[src/rotr_pkg.sv]
// Constants, field layouts and carrier types for the radio override/test registers.
// Assumes a 32-bit APB slave on the system clock; registers are eight bits wide.
// Operation
// - Gain override bit applies manual amplifier gain
// - Gain resets 7F; read returns applied gain
// - Front-end gain force: auto, low, medium, high
// - Status shows front-end gain mode in use
// - Frame-control state readable; upper bits zero
// - Clock-disable bit stops the receive ADC clock
// - ADC high register returns in-phase sample
// - ADC low register returns quadrature sample
// - DAC source: modulator, ADC high, down-mix, ADC low
// - Source 001 drives DACs from override values
// - DAC source: noise, magnitude, debug port
// - I override split across two DAC registers
// - Q override in low six bits, reset zero
// - High bit 7 drives peak detector reset
// - High bit 6 powers down global bias
// - High bit 5 drives external bias switch
// - High bit 4 selects oscillator or amplifier buffers
// - High bits 3..0 power down transmit blocks
// - Both amplifier paths down powers down up-mixers
// - Low register bits 6..0 power down receive blocks

package rotr_pkg;

    // Register indices; byte address is four times the index
    localparam logic [15:0] IDX_OVR_HIGH   = 16'hDF24;
    localparam logic [15:0] IDX_OVR_LOW    = 16'hDF25;
    localparam logic [15:0] IDX_GAIN_HIGH  = 16'hDF26;
    localparam logic [15:0] IDX_GAIN_LOW   = 16'hDF27;
    localparam logic [15:0] IDX_FSM_STATE  = 16'hDF39;
    localparam logic [15:0] IDX_ADC_HIGH   = 16'hDF3A;
    localparam logic [15:0] IDX_ADC_LOW    = 16'hDF3B;
    localparam logic [15:0] IDX_DAC_HIGH   = 16'hDF3C;
    localparam logic [15:0] IDX_DAC_LOW    = 16'hDF3D;

    // Reset values
    localparam logic [7:0] RST_OVR_HIGH  = 8'h00;
    localparam logic [7:0] RST_OVR_LOW   = 8'h00;
    localparam logic [6:0] RST_VGA_GAIN  = 7'h7F;
    localparam logic [5:0] RST_DAC_VAL   = 6'h00;
    localparam logic [2:0] RST_TX_CONVERTER_SOURCE   = 3'h0;

    // Field masks of writable bits per register
    localparam logic [7:0] MSK_OVR_LOW   = 8'h7F;
    localparam logic [7:0] MSK_GAIN_LOW  = 8'h0C;
    localparam logic [7:0] MSK_ADC_HIGH  = 8'h80;
    localparam logic [7:0] MSK_DAC_HIGH  = 8'h7F;

    // Front-end gain force codes
    typedef enum logic [1:0] {
        GF_AUTO = 2'h0,
        GF_LOW  = 2'h1,
        GF_MED  = 2'h2,
        GF_HIGH = 2'h3
    } rotr_gain_force_e;

    // Transmit converter source codes
    typedef enum logic [2:0] {
        DS_MODULATOR = 3'h0,
        DS_OVERRIDE  = 3'h1,
        DS_ADC_MSB   = 3'h2,
        DS_DOWNMIX   = 3'h3,
        DS_NOISE     = 3'h4,
        DS_ADC_LSB   = 3'h5,
        DS_MAGNITUDE = 3'h6,
        DS_DEBUG     = 3'h7
    } rotr_tx_converter_source_e;

    // One I/Q pair for the transmit converters
    typedef struct packed {
        logic [5:0] i;
        logic [5:0] q;
    } rotr_iq_s;

    // Candidate converter data from the datapath
    typedef struct packed {
        rotr_iq_s modulator;
        rotr_iq_s downmix;
        rotr_iq_s noise;
        rotr_iq_s magnitude;
        rotr_iq_s debug;
    } rotr_dac_inputs_s;

    // Analog control lines toward the front end
    typedef struct packed {
        logic peak_det_rst_n;
        logic global_bias_powerdown;
        logic pa_external_bias_switch;
        logic pa_buffer_select;
        logic prescaler_powerdown;
        logic pa_negative_powerdown;
        logic pa_positive_powerdown;
        logic tx_dac_powerdown;
        logic upmix_powerdown;
        logic filter_cal_osc_powerdown;
        logic charge_pump_powerdown;
        logic synth_chain_powerdown;
        logic rx_adc_powerdown;
        logic gain_amp_powerdown;
        logic bandpass_filter_powerdown;
        logic frontend_powerdown;
    } rotr_analog_ctrl_s;

endpackage : rotr_pkg

[src/rotr_regs.sv]
// Override and test register bank of the radio front end, APB slave.
// Assumes APB master on clk; gain, ADC and state inputs are synchronous.
//
// Decided for this implementation: the APB interface to the registers.
`timescale 1ns/1ns
`default_nettype none

module rotr_regs
    import rotr_pkg::*;
(
    // Clock and reset
    input  wire logic              clk,
    input  wire logic              srst,

    // APB slave
    input  wire logic              psel,
    input  wire logic              penable,
    input  wire logic              pwrite,
    input  wire logic [19:0]       paddr,
    input  wire logic [31:0]       pwdata,
    output var  logic [31:0]       prdata,
    output var  logic              pready,
    output var  logic              pslverr,

    // Receive side status
    input  wire logic [6:0]        agc_vga_gain,
    input  wire logic [1:0]        agc_gain_mode,
    input  wire logic [5:0]        frame_ctrl_state,
    input  wire logic [6:0]        adc_i,
    input  wire logic [6:0]        adc_q,
    input  wire logic              adc_enable,

    // Transmit datapath candidates
    input  wire rotr_dac_inputs_s  dac_in,

    // Front-end controls
    output var  rotr_analog_ctrl_s analog_ctrl,
    output var  logic [6:0]        vga_gain,
    output var  logic [1:0]        frontend_gain_status,
    output var  logic              adc_clk_en,
    output var  rotr_iq_s          dac_out
);

    // Stored register fields
    logic [7:0]    ovr_high_q;      // Transmit-side overrides
    logic [6:0]    ovr_low_q;       // Receive-side powerdowns
    logic          vga_oe_q;        // Manual gain in use
    logic [6:0]    vga_manual_q;    // Written manual gain
    logic [1:0]    gain_force_q;    // Front-end gain force code
    logic          adc_clk_dis_q;   // ADC clock stop
    logic [2:0]    tx_converter_source_q;       // Converter source select
    logic [5:0]    dac_i_ovr_q;     // I override value
    logic [5:0]    dac_q_ovr_q;     // Q override value

    // Bus decode
    logic [15:0]   idx;             // Word index of access
    logic          wr_en;           // Write completes this edge
    logic          mapped;          // Address hits a register
    logic [7:0]    rd_byte;         // Read mux result

    assign idx     = paddr[17:2];
    assign wr_en   = psel & penable & pwrite & mapped;

    // Zero-wait slave: data was latched in setup, so answer at once
    assign pready  = 1'b1;

    // Unmapped access reports error in access phase
    always_comb begin
        unique case (idx)
            IDX_OVR_HIGH,
            IDX_OVR_LOW,
            IDX_GAIN_HIGH,
            IDX_GAIN_LOW,
            IDX_FSM_STATE,
            IDX_ADC_HIGH,
            IDX_ADC_LOW,
            IDX_DAC_HIGH,
            IDX_DAC_LOW:
                mapped = 1'b1;
            default:
                mapped = 1'b0;
        endcase
        if (paddr[19:18] != 2'h0 || paddr[1:0] != 2'h0) begin
            mapped = 1'b0;
        end
    end

    assign pslverr = psel & penable & ~mapped;

    // Read mux; reserved bits come back as zero
    always_comb begin
        rd_byte = 8'h00;
        unique case (idx)
            IDX_OVR_HIGH:  rd_byte = ovr_high_q;
            IDX_OVR_LOW:   rd_byte = {1'b0, ovr_low_q};
            IDX_GAIN_HIGH: rd_byte = {vga_oe_q, vga_gain};
            IDX_GAIN_LOW:  rd_byte = {4'h0, gain_force_q, frontend_gain_status};
            IDX_FSM_STATE: rd_byte = {2'h0, frame_ctrl_state};
            IDX_ADC_HIGH:  rd_byte = {adc_clk_dis_q, adc_i};
            IDX_ADC_LOW:   rd_byte = {1'b0, adc_q};
            IDX_DAC_HIGH:  rd_byte = {1'b0, tx_converter_source_q, dac_i_ovr_q[5:2]};
            IDX_DAC_LOW:   rd_byte = {dac_i_ovr_q[1:0], dac_q_ovr_q};
            default:       rd_byte = 8'h00;
        endcase
    end

    // Read data captured in the setup cycle and held through access
    always_ff @(posedge clk) begin
        if (srst) begin
            prdata <= 32'h0000_0000;
        end else if (psel && !penable && !pwrite) begin
            prdata <= mapped ? {24'h00_0000, rd_byte} : 32'h0000_0000;
        end
    end

    // Override register writes
    always_ff @(posedge clk) begin
        if (srst) begin
            ovr_high_q <= RST_OVR_HIGH;
            ovr_low_q  <= RST_OVR_LOW[6:0];
        end else if (wr_en) begin
            if (idx == IDX_OVR_HIGH) begin
                ovr_high_q <= pwdata[7:0];
            end
            if (idx == IDX_OVR_LOW) begin
                ovr_low_q <= pwdata[6:0] & MSK_OVR_LOW[6:0];
            end
        end
    end

    // Gain control register writes
    always_ff @(posedge clk) begin
        if (srst) begin
            vga_oe_q     <= 1'b0;
            vga_manual_q <= RST_VGA_GAIN;
            gain_force_q <= GF_AUTO;
        end else if (wr_en) begin
            if (idx == IDX_GAIN_HIGH) begin
                vga_oe_q     <= pwdata[7];
                vga_manual_q <= pwdata[6:0];
            end
            if (idx == IDX_GAIN_LOW) begin
                gain_force_q <= pwdata[3:2] & MSK_GAIN_LOW[3:2];
            end
        end
    end

    // Test register writes
    always_ff @(posedge clk) begin
        if (srst) begin
            adc_clk_dis_q <= 1'b0;
            tx_converter_source_q     <= RST_TX_CONVERTER_SOURCE;
            dac_i_ovr_q   <= RST_DAC_VAL;
            dac_q_ovr_q   <= RST_DAC_VAL;
        end else if (wr_en) begin
            if (idx == IDX_ADC_HIGH) begin
                adc_clk_dis_q <= pwdata[7] & MSK_ADC_HIGH[7];
            end
            if (idx == IDX_DAC_HIGH) begin
                tx_converter_source_q         <= pwdata[6:4] & MSK_DAC_HIGH[6:4];
                dac_i_ovr_q[5:2]  <= pwdata[3:0];
            end
            // Q value and I low bits
            if (idx == IDX_DAC_LOW) begin
                dac_i_ovr_q[1:0]  <= pwdata[7:6];
                dac_q_ovr_q       <= pwdata[5:0];
            end
        end
    end

    // Applied gain and gain mode, registered toward the front end
    always_ff @(posedge clk) begin
        if (srst) begin
            vga_gain             <= RST_VGA_GAIN;
            frontend_gain_status <= GF_AUTO;
        end else begin
            vga_gain <= vga_oe_q ? vga_manual_q : agc_vga_gain;
            unique case (rotr_gain_force_e'(gain_force_q))
                GF_AUTO: frontend_gain_status <= agc_gain_mode;
                GF_LOW:  frontend_gain_status <= GF_LOW;
                GF_MED:  frontend_gain_status <= GF_MED;
                GF_HIGH: frontend_gain_status <= GF_HIGH;
            endcase
        end
    end

    // ADC clock gate; stays off under reset
    always_ff @(posedge clk) begin
        if (srst) begin
            adc_clk_en <= 1'b0;
        end else begin
            adc_clk_en <= adc_enable & ~adc_clk_dis_q;
        end
    end

    // Analog control lines, one flop per line to avoid glitches
    always_ff @(posedge clk) begin
        if (srst) begin
            analog_ctrl <= '0;
        end else begin
            analog_ctrl.peak_det_rst_n          <= ovr_high_q[7];
            analog_ctrl.global_bias_powerdown   <= ovr_high_q[6];
            analog_ctrl.pa_external_bias_switch <= ovr_high_q[5];
            analog_ctrl.pa_buffer_select        <= ovr_high_q[4];
            analog_ctrl.prescaler_powerdown     <= ovr_high_q[3];
            analog_ctrl.pa_negative_powerdown   <= ovr_high_q[2];
            analog_ctrl.pa_positive_powerdown   <= ovr_high_q[1];
            analog_ctrl.tx_dac_powerdown        <= ovr_high_q[0];
            analog_ctrl.upmix_powerdown         <= ovr_high_q[2] & ovr_high_q[1];
            analog_ctrl.filter_cal_osc_powerdown  <= ovr_low_q[6];
            analog_ctrl.charge_pump_powerdown     <= ovr_low_q[5];
            analog_ctrl.synth_chain_powerdown     <= ovr_low_q[4];
            analog_ctrl.rx_adc_powerdown          <= ovr_low_q[3];
            analog_ctrl.gain_amp_powerdown        <= ovr_low_q[2];
            analog_ctrl.bandpass_filter_powerdown <= ovr_low_q[1];
            analog_ctrl.frontend_powerdown        <= ovr_low_q[0];
        end
    end

    // Converter source mux; software must power DACs up itself
    always_ff @(posedge clk) begin
        if (srst) begin
            dac_out <= '0;
        end else begin
            unique case (rotr_tx_converter_source_e'(tx_converter_source_q))
                DS_MODULATOR: dac_out <= dac_in.modulator;
                DS_ADC_MSB:   dac_out <= '{i: adc_i[6:1], q: adc_q[6:1]};
                DS_DOWNMIX:   dac_out <= dac_in.downmix;
                DS_ADC_LSB:   dac_out <= '{i: adc_i[5:0], q: adc_q[5:0]};
                DS_OVERRIDE:  dac_out <= '{i: dac_i_ovr_q, q: dac_q_ovr_q};
                DS_NOISE:     dac_out <= dac_in.noise;
                DS_MAGNITUDE: dac_out <= dac_in.magnitude;
                DS_DEBUG:     dac_out <= dac_in.debug;
            endcase
        end
    end
endmodule : rotr_regs

`default_nettype wire
[config.mk]
export PLATFORM = sky130hd
export DESIGN_NAME = rotr_regs
export DESIGN_NICKNAME = d
export VERILOG_FILES = /design/src/rotr_pkg.sv /design/src/rotr_regs.sv
export SDC_FILE = /design/constraint.sdc
export NUM_CORES = 1
export LEC_CHECK = 0
export ABC_CLOCK_PERIOD_IN_PS = 5100
export BUFFER_PORTS_ARGS = -buffer_cell sky130_fd_sc_hd__buf_2
export CORE_MARGIN = 1.5
export CORE_UTILIZATION = 50
export DETAILED_ROUTE_END_ITERATION = 6
export GPL_ROUTABILITY_DRIVEN = 0
export GPL_TIMING_DRIVEN = 1
export MAX_ROUTING_LAYER = met4
export PLACE_DENSITY = 0.91
export SLEW_MARGIN = 40
export SYNTH_ARGS = -nofsm -noshare
export SYNTH_HDL_FRONTEND = slang
export SYNTH_SLANG_ARGS = --single-unit
[constraint.sdc]
create_clock -name clk -period 5.1 [get_ports clk]
set_input_delay 0 -clock clk [delete_from_list [all_inputs] [get_ports clk]]
set_output_delay 0 -clock clk [all_outputs]
set_load 0.02 [all_outputs]
# --- After elaboration in Yosys (flattened, before gate mapping) ---
# Cells that the tools add are included.
op_classes:
  multipliers: 0
  bitwise: 8
  eq_ne: 19
  n_addsub: 0
  muxes: 7
  order_cmp: 0
  shifts: 0
  n_div: 0
  reduce_logical: 17
ops:
  columns: ["op", "count"]
  rows:
  - ["16-bit equality test (second input constant)", 9]
  - ["12-bit one-hot mux with 8 select lines", 1]
  - ["8-bit one-hot mux with 9 select lines", 1]
  - ["2-bit AND reduction", 7]
  - ["3-bit equality test (second input constant)", 4]
  - ["9-bit OR reduction", 1]
  - ["8-bit two-way mux", 1]
  - ["2-bit one-hot mux with 4 select lines", 1]
  - ["7-bit two-way mux", 1]
  - ["1-bit AND", 6]
  - ["3-bit by 2-bit equality test with 1-bit output (second input constant)", 2]
  - ["2-bit equality test (second input constant)", 2]
  - ["2-bit nonzero test", 2]
  - ["3-bit by 1-bit equality test with 1-bit output (second input constant)", 1]
  - ["3-bit logical NOT", 1]
  - ["2-bit by 1-bit equality test with 1-bit output (second input constant)", 1]
  - ["1-bit logical AND", 2]
  - ["1-bit logical NOT", 2]
  - ["2-bit logical NOT", 1]
  - ["1-bit two-way mux", 2]
  - ["1-bit NOT", 2]
  - ["1-bit logical OR", 1]
word_totals:
  input_bits: 147
  latchBits: 0
  n_memories: 0
  regBits: 111
  mem_bits_rw: 0
  mem_bits_ro: 0
  wordCells: 83

# --- Logic depth before layout (Yosys ltp) ---
depth:
  depth_word: 6
  depth_mapped: 7

# --- Worst setup path before layout ---
# OpenSTA, ideal clock, no wires.
synth_path:
  path_kind: "input to register"
  startpoint: "input paddr[19]"
  endpoint: "register prdata[6]"
  path_slack_ps: 3336
  setup_time_ps: 58
  t_arrival_ps: 1707
  cell_stages: 6
  required_ps: 5042
  cell_sequence: "or4_4 -> or4b_1 -> a311oi_1 -> and2_1 -> buf_6 -> a22o_2"
synth_between:
  elab_chain_cells: 4
synth_lines:
  columns: ["element", "line_no", "rtl"]
  rows:
  - ["start: declaration", "rotr_regs.sv:19", "input wire logic [19:0] paddr,"]
  - ["2-bit nonzero test", "rotr_regs.sv:83", "if (paddr[19:18] != 2'h0 || paddr[1:0] != 2'h0) begin"]
  - ["1-bit logical OR", "rotr_regs.sv:83", null]
  - ["1-bit two-way mux", "rotr_regs.sv:83", null]
  - ["8-bit two-way mux", "rotr_regs.sv:112", "prdata <= mapped ? {24'h00_0000, rd_byte} : 32'h0000_0000;"]
  - ["end signal: assignment", "rotr_regs.sv:112", null]
  - ["end: declaration", "rotr_regs.sv:21", "output var logic [31:0] prdata,"]
# Every way passes these cells.
# A chain may end at the register's enable or synchronous reset.

# --- Final worst setup path ---
layout_path:
  startpoint: "register tx_converter_source_q[2]"
  endpoint: "register dac_out[4] (netlist name)"
layout_between:
  elab_chain_cells: 2
layout_lines:
  columns: ["element", "line_no", "rtl"]
  rows:
  - ["start: declaration", "rotr_regs.sv:51", "logic [2:0] tx_converter_source_q;"]
  - ["start signal: assignment", "rotr_regs.sv:160", "tx_converter_source_q <= pwdata[6:4] & MSK_DAC_HIGH[6:4];"]
  - ["3-bit equality test, or another cell as far along", "rotr_regs.sv:225", "unique case (rotr_tx_converter_source_e'(tx_converter_source_q))"]
  - ["12-bit one-hot mux with 8 select lines *", "rotr_regs.sv:225", null]
  - ["end signal: assignment", "rotr_regs.sv:226", "DS_MODULATOR: dac_out <= dac_in.modulator;"]
  - ["end signal: assignment", "rotr_regs.sv:227", "DS_ADC_MSB: dac_out <= '{i: adc_i[6:1], q: adc_q[6:1]};"]
  - ["end signal: assignment", "rotr_regs.sv:228", "DS_DOWNMIX: dac_out <= dac_in.downmix;"]
  - ["end: declaration", "rotr_regs.sv:41", "output var rotr_iq_s dac_out"]
# Mark *: on every way between the ends. The rest lies on a longest branch, timed or not.

==> flow_metrics.env <==
export IMPL_dp_cells=754
export IMPL_yosysWarnings=0
export IMPL_die_x_um=98.7
export IMPL_fin_crit_ns=2.12
export IMPL_slew_headroom=0.521
export IMPL_setup_viol=0
export IMPL_ys_flop_type="dfxtp_1"
export IMPL_yosys_register_bits=87
export IMPL_tns_ns=0
export IMPL_cts_buffer_depth=2
export IMPL_die_area_mm2=0.00973
export IMPL_cts_buffers_inserted=9
export IMPL_start_kind="flop"
export IMPL_cp_arrival_ns=2.34
export IMPL_critPathKind="reg -> reg"
export IMPL_cts_resized=0
export IMPL_avgViaCountPerCell=6.07
export IMPL_fp_coreArea_mm2=0.00881
export IMPL_crit_reg2reg_capture="dac_out[4]"
export IMPL_nNetsFinal=834
export IMPL_cts_htree_levels=3
export IMPL_clock_sinks=87
export IMPL_synth_xor_area_frac=0
export IMPL_peakVddDrop_mv=0.112
export IMPL_avgSynthCellArea_um2=8.99
export IMPL_cp_data_required_time_ns=5.32
export IMPL_critPathMaxFanout=20
export IMPL_drive_above_1_share=0.319
export IMPL_r2r_setup_slack_ns=2.98
export IMPL_cts_hold_buffers=30
export IMPL_die_h_um=98.7
export IMPL_fin_skew_ns=0.0148
export IMPL_crit_slowest_cell="dfxtp_2"
export IMPL_slew_viol_final=0
export IMPL_rsz0062_at_grt="false"
export IMPL_cp_cell_sequence="buf_4 > mux2_2 > a22o_1 > a221oi_1 > nor3_1"
export IMPL_synthDistinctLibCells=57
export IMPL_final_util=0.659
export IMPL_drt_wl_total_um=15100
export IMPL_synth_simple_gate_area_frac=0.210
export IMPL_startpoint="tx_converter_source_q[2]"
export IMPL_syn_to_final_growth_pct=26.9
export IMPL_yosysSeqAreaShare=0.381
export IMPL_overflow=0
export IMPL_instances_no_fill=800
export IMPL_io_pin_count=219
export IMPL_place_hpwl_um=10500
export IMPL_grt_max_degree=66
export IMPL_initial_core_util=0.519
export IMPL_power_density_mw_per_mm2=226
export IMPL_grt_pass1_wl_um=23100
export IMPL_ant_nets=0
export IMPL_clk_pin_slew_worst_paths_ns=0.09
export IMPL_cts_tree="yes"
export IMPL_p_total_mw=1.31
export IMPL_drt_iter0_markers=602
export IMPL_synth_edf_count=0
export IMPL_vias=4857
export IMPL_wl_per_cell_um=18.9
export IMPL_synth_async_sr_flop_share=0
export IMPL_drc=12
export IMPL_grt_usage=0.310
export IMPL_critPathCaptureType="flop"
export IMPL_worst_slew_pin_slew_ns=0.713
export IMPL_synth_compound_gate_area_share=0.157
export IMPL_synth_adder_area_share=0
export IMPL_cap_violations=0
export IMPL_hold_end="dac_out[8]"
export IMPL_syn_inst=509
export IMPL_p_leak_nw=2.67
export IMPL_violations="design-rule violations"
export IMPL_holdCritStartpoint="dac_in[32]"
export IMPL_synth_mux_area_frac=0.165
export IMPL_first_pass_iters=7
export IMPL_slowest_delay_ns=0.66
export IMPL_hold_violations=0
export IMPL_fmax_ghz=0.472
export IMPL_r2r_cells=5
export IMPL_antenna_found_initial=0
export IMPL_clk_latency_ns=0.37
export IMPL_clock_root_buffer="clkbuf_8"
export IMPL_diodes=0
export IMPL_synth_cell_area_mm2=0.00457
export IMPL_grt_pass1_vias=4622
export IMPL_hp_class="in -> reg"
export IMPL_rows=34
export IMPL_synth_top_family_by_area="simple AND/OR/NAND/NOR gates"
export IMPL_r2r_start="tx_converter_source_q[2]"
export IMPL_hold_depth=3
export IMPL_most_common_layout_cells="buf_2, dfxtp_1, mux2i_1"
export IMPL_min_period_over_period=0.416
export IMPL_status="finished, violations left"
export IMPL_mostFrequentLayoutCell="buf_2"
export IMPL_portBuffers=169
export IMPL_postCtsSetupRepairBufs=0
==> power by group <==
part           internal (mW)  total (mW)  switching (mW)  leakage, nW
Sequential             0.688       0.692         0.00397        0.709
Clock                  0.180       0.434           0.254       0.0810
Combinational         0.0790       0.184           0.105         1.88
Total                  0.947        1.31           0.363         2.67
==> layer usage <==
layer,vias to the layer above,track usage,part of all wire
met2,399,0.502,0.49
met1,2221,0.355,0.36
li1,2152,-,-
met5,-,-,0
met4,0,0.190,0.054
met3,85,0.0631,0.10
==> state kept, by name (all words and copies together), names as in the netlist <==
signal / flops
adc_clk_dis_q: 1
adc_clk_en: 1
analog_ctrl: 16
dac_i_ovr_q: 6
dac_out: 12
dac_q_ovr_q: 6
frontend_gain_status: 2
gain_force_q: 2
ovr_high_q: 8
ovr_low_q: 7
prdata: 8
tx_converter_source_q: 3
vga_gain: 7
vga_manual_q: 7
vga_oe_q: 1
==> stage by stage <==
step | hold slack, ns | setup slack, ns | instance area [µm²]
6_report | 0.0327 | 2.98 | 5810
5_1_grt | 0.0302 | 2.84 | 5810
4_1_cts | 0.0151 | 3.00 | 5810
3_5_place_dp | 0.221 | 2.71 | 5340
3_3_place_gp | 0.209 | 2.56 | 5320
2_1_floorplan | 0.114 | 3.34 | 4660
==> synthesized netlist by cell type, types with 4 or more instances <==
cell,count,area [µm²]
a22o_1,9,78.8
nand2b_1,4,25.0
nor3_1,11,55.1
nor2_1,50,188
buf_1,5,18.8
inv_1,6,22.5
a21oi_1,27,135
nand3_1,26,130
mux4_2,6,135
dfxtp_1,87,1740
nand2_1,46,173
o21ai_0,10,50.1
a22o_2,5,50.1
buf_4,28,210
a211oi_1,8,60.1
o2bb2ai_1,7,61.3
nor2b_1,23,144
a221o_1,5,50.1
mux2_2,8,90.1
mux2i_1,53,531
a221oi_1,7,61.3
clkbuf_1,18,67.6
==> logic make-up (layout without fill, tap and decap cells) <==
kind of cell    count (synthesis)  after routing
compound gates                 99             99
buf+inv                        66            226
flops                          87             87
mux                            67             67
other cells                     2             25
simple gates                  188            188
==> worst max-delay path, delay by kind of cell, from the launching register on <==
kind	cells	cell delay, ns
AO/OA/AOI/OAI	2	0.50
buffers and inverters	1	0.35
flip-flops	1	0.66
multiplexers	1	0.37
AND/OR/NAND/NOR	1	0.10
==> worst max path at each step <==
stage                      end  slack, ns
2_1_floorplan        prdata[6]       3.34
3_3_place_gp   vga_manual_q[1]       2.56
3_5_place_dp   vga_manual_q[1]       2.71
4_1_cts             dac_out[4]       3.00
5_1_grt             dac_out[6]       2.84
6_report            dac_out[4]       2.98
==> cell type report <==
class	count	area (µm²)
Fill cell	669	3000
Tap cell	108	135
Clock inverter	4	30.0
Timing Repair Buffer	203	1180
Sequential cell	87	1750
Multi-Input combinational cell	379	2560
Inverter	7	26.3
Clock buffer	12	135
No activity file was read; power rests on OpenSTA's default activity.
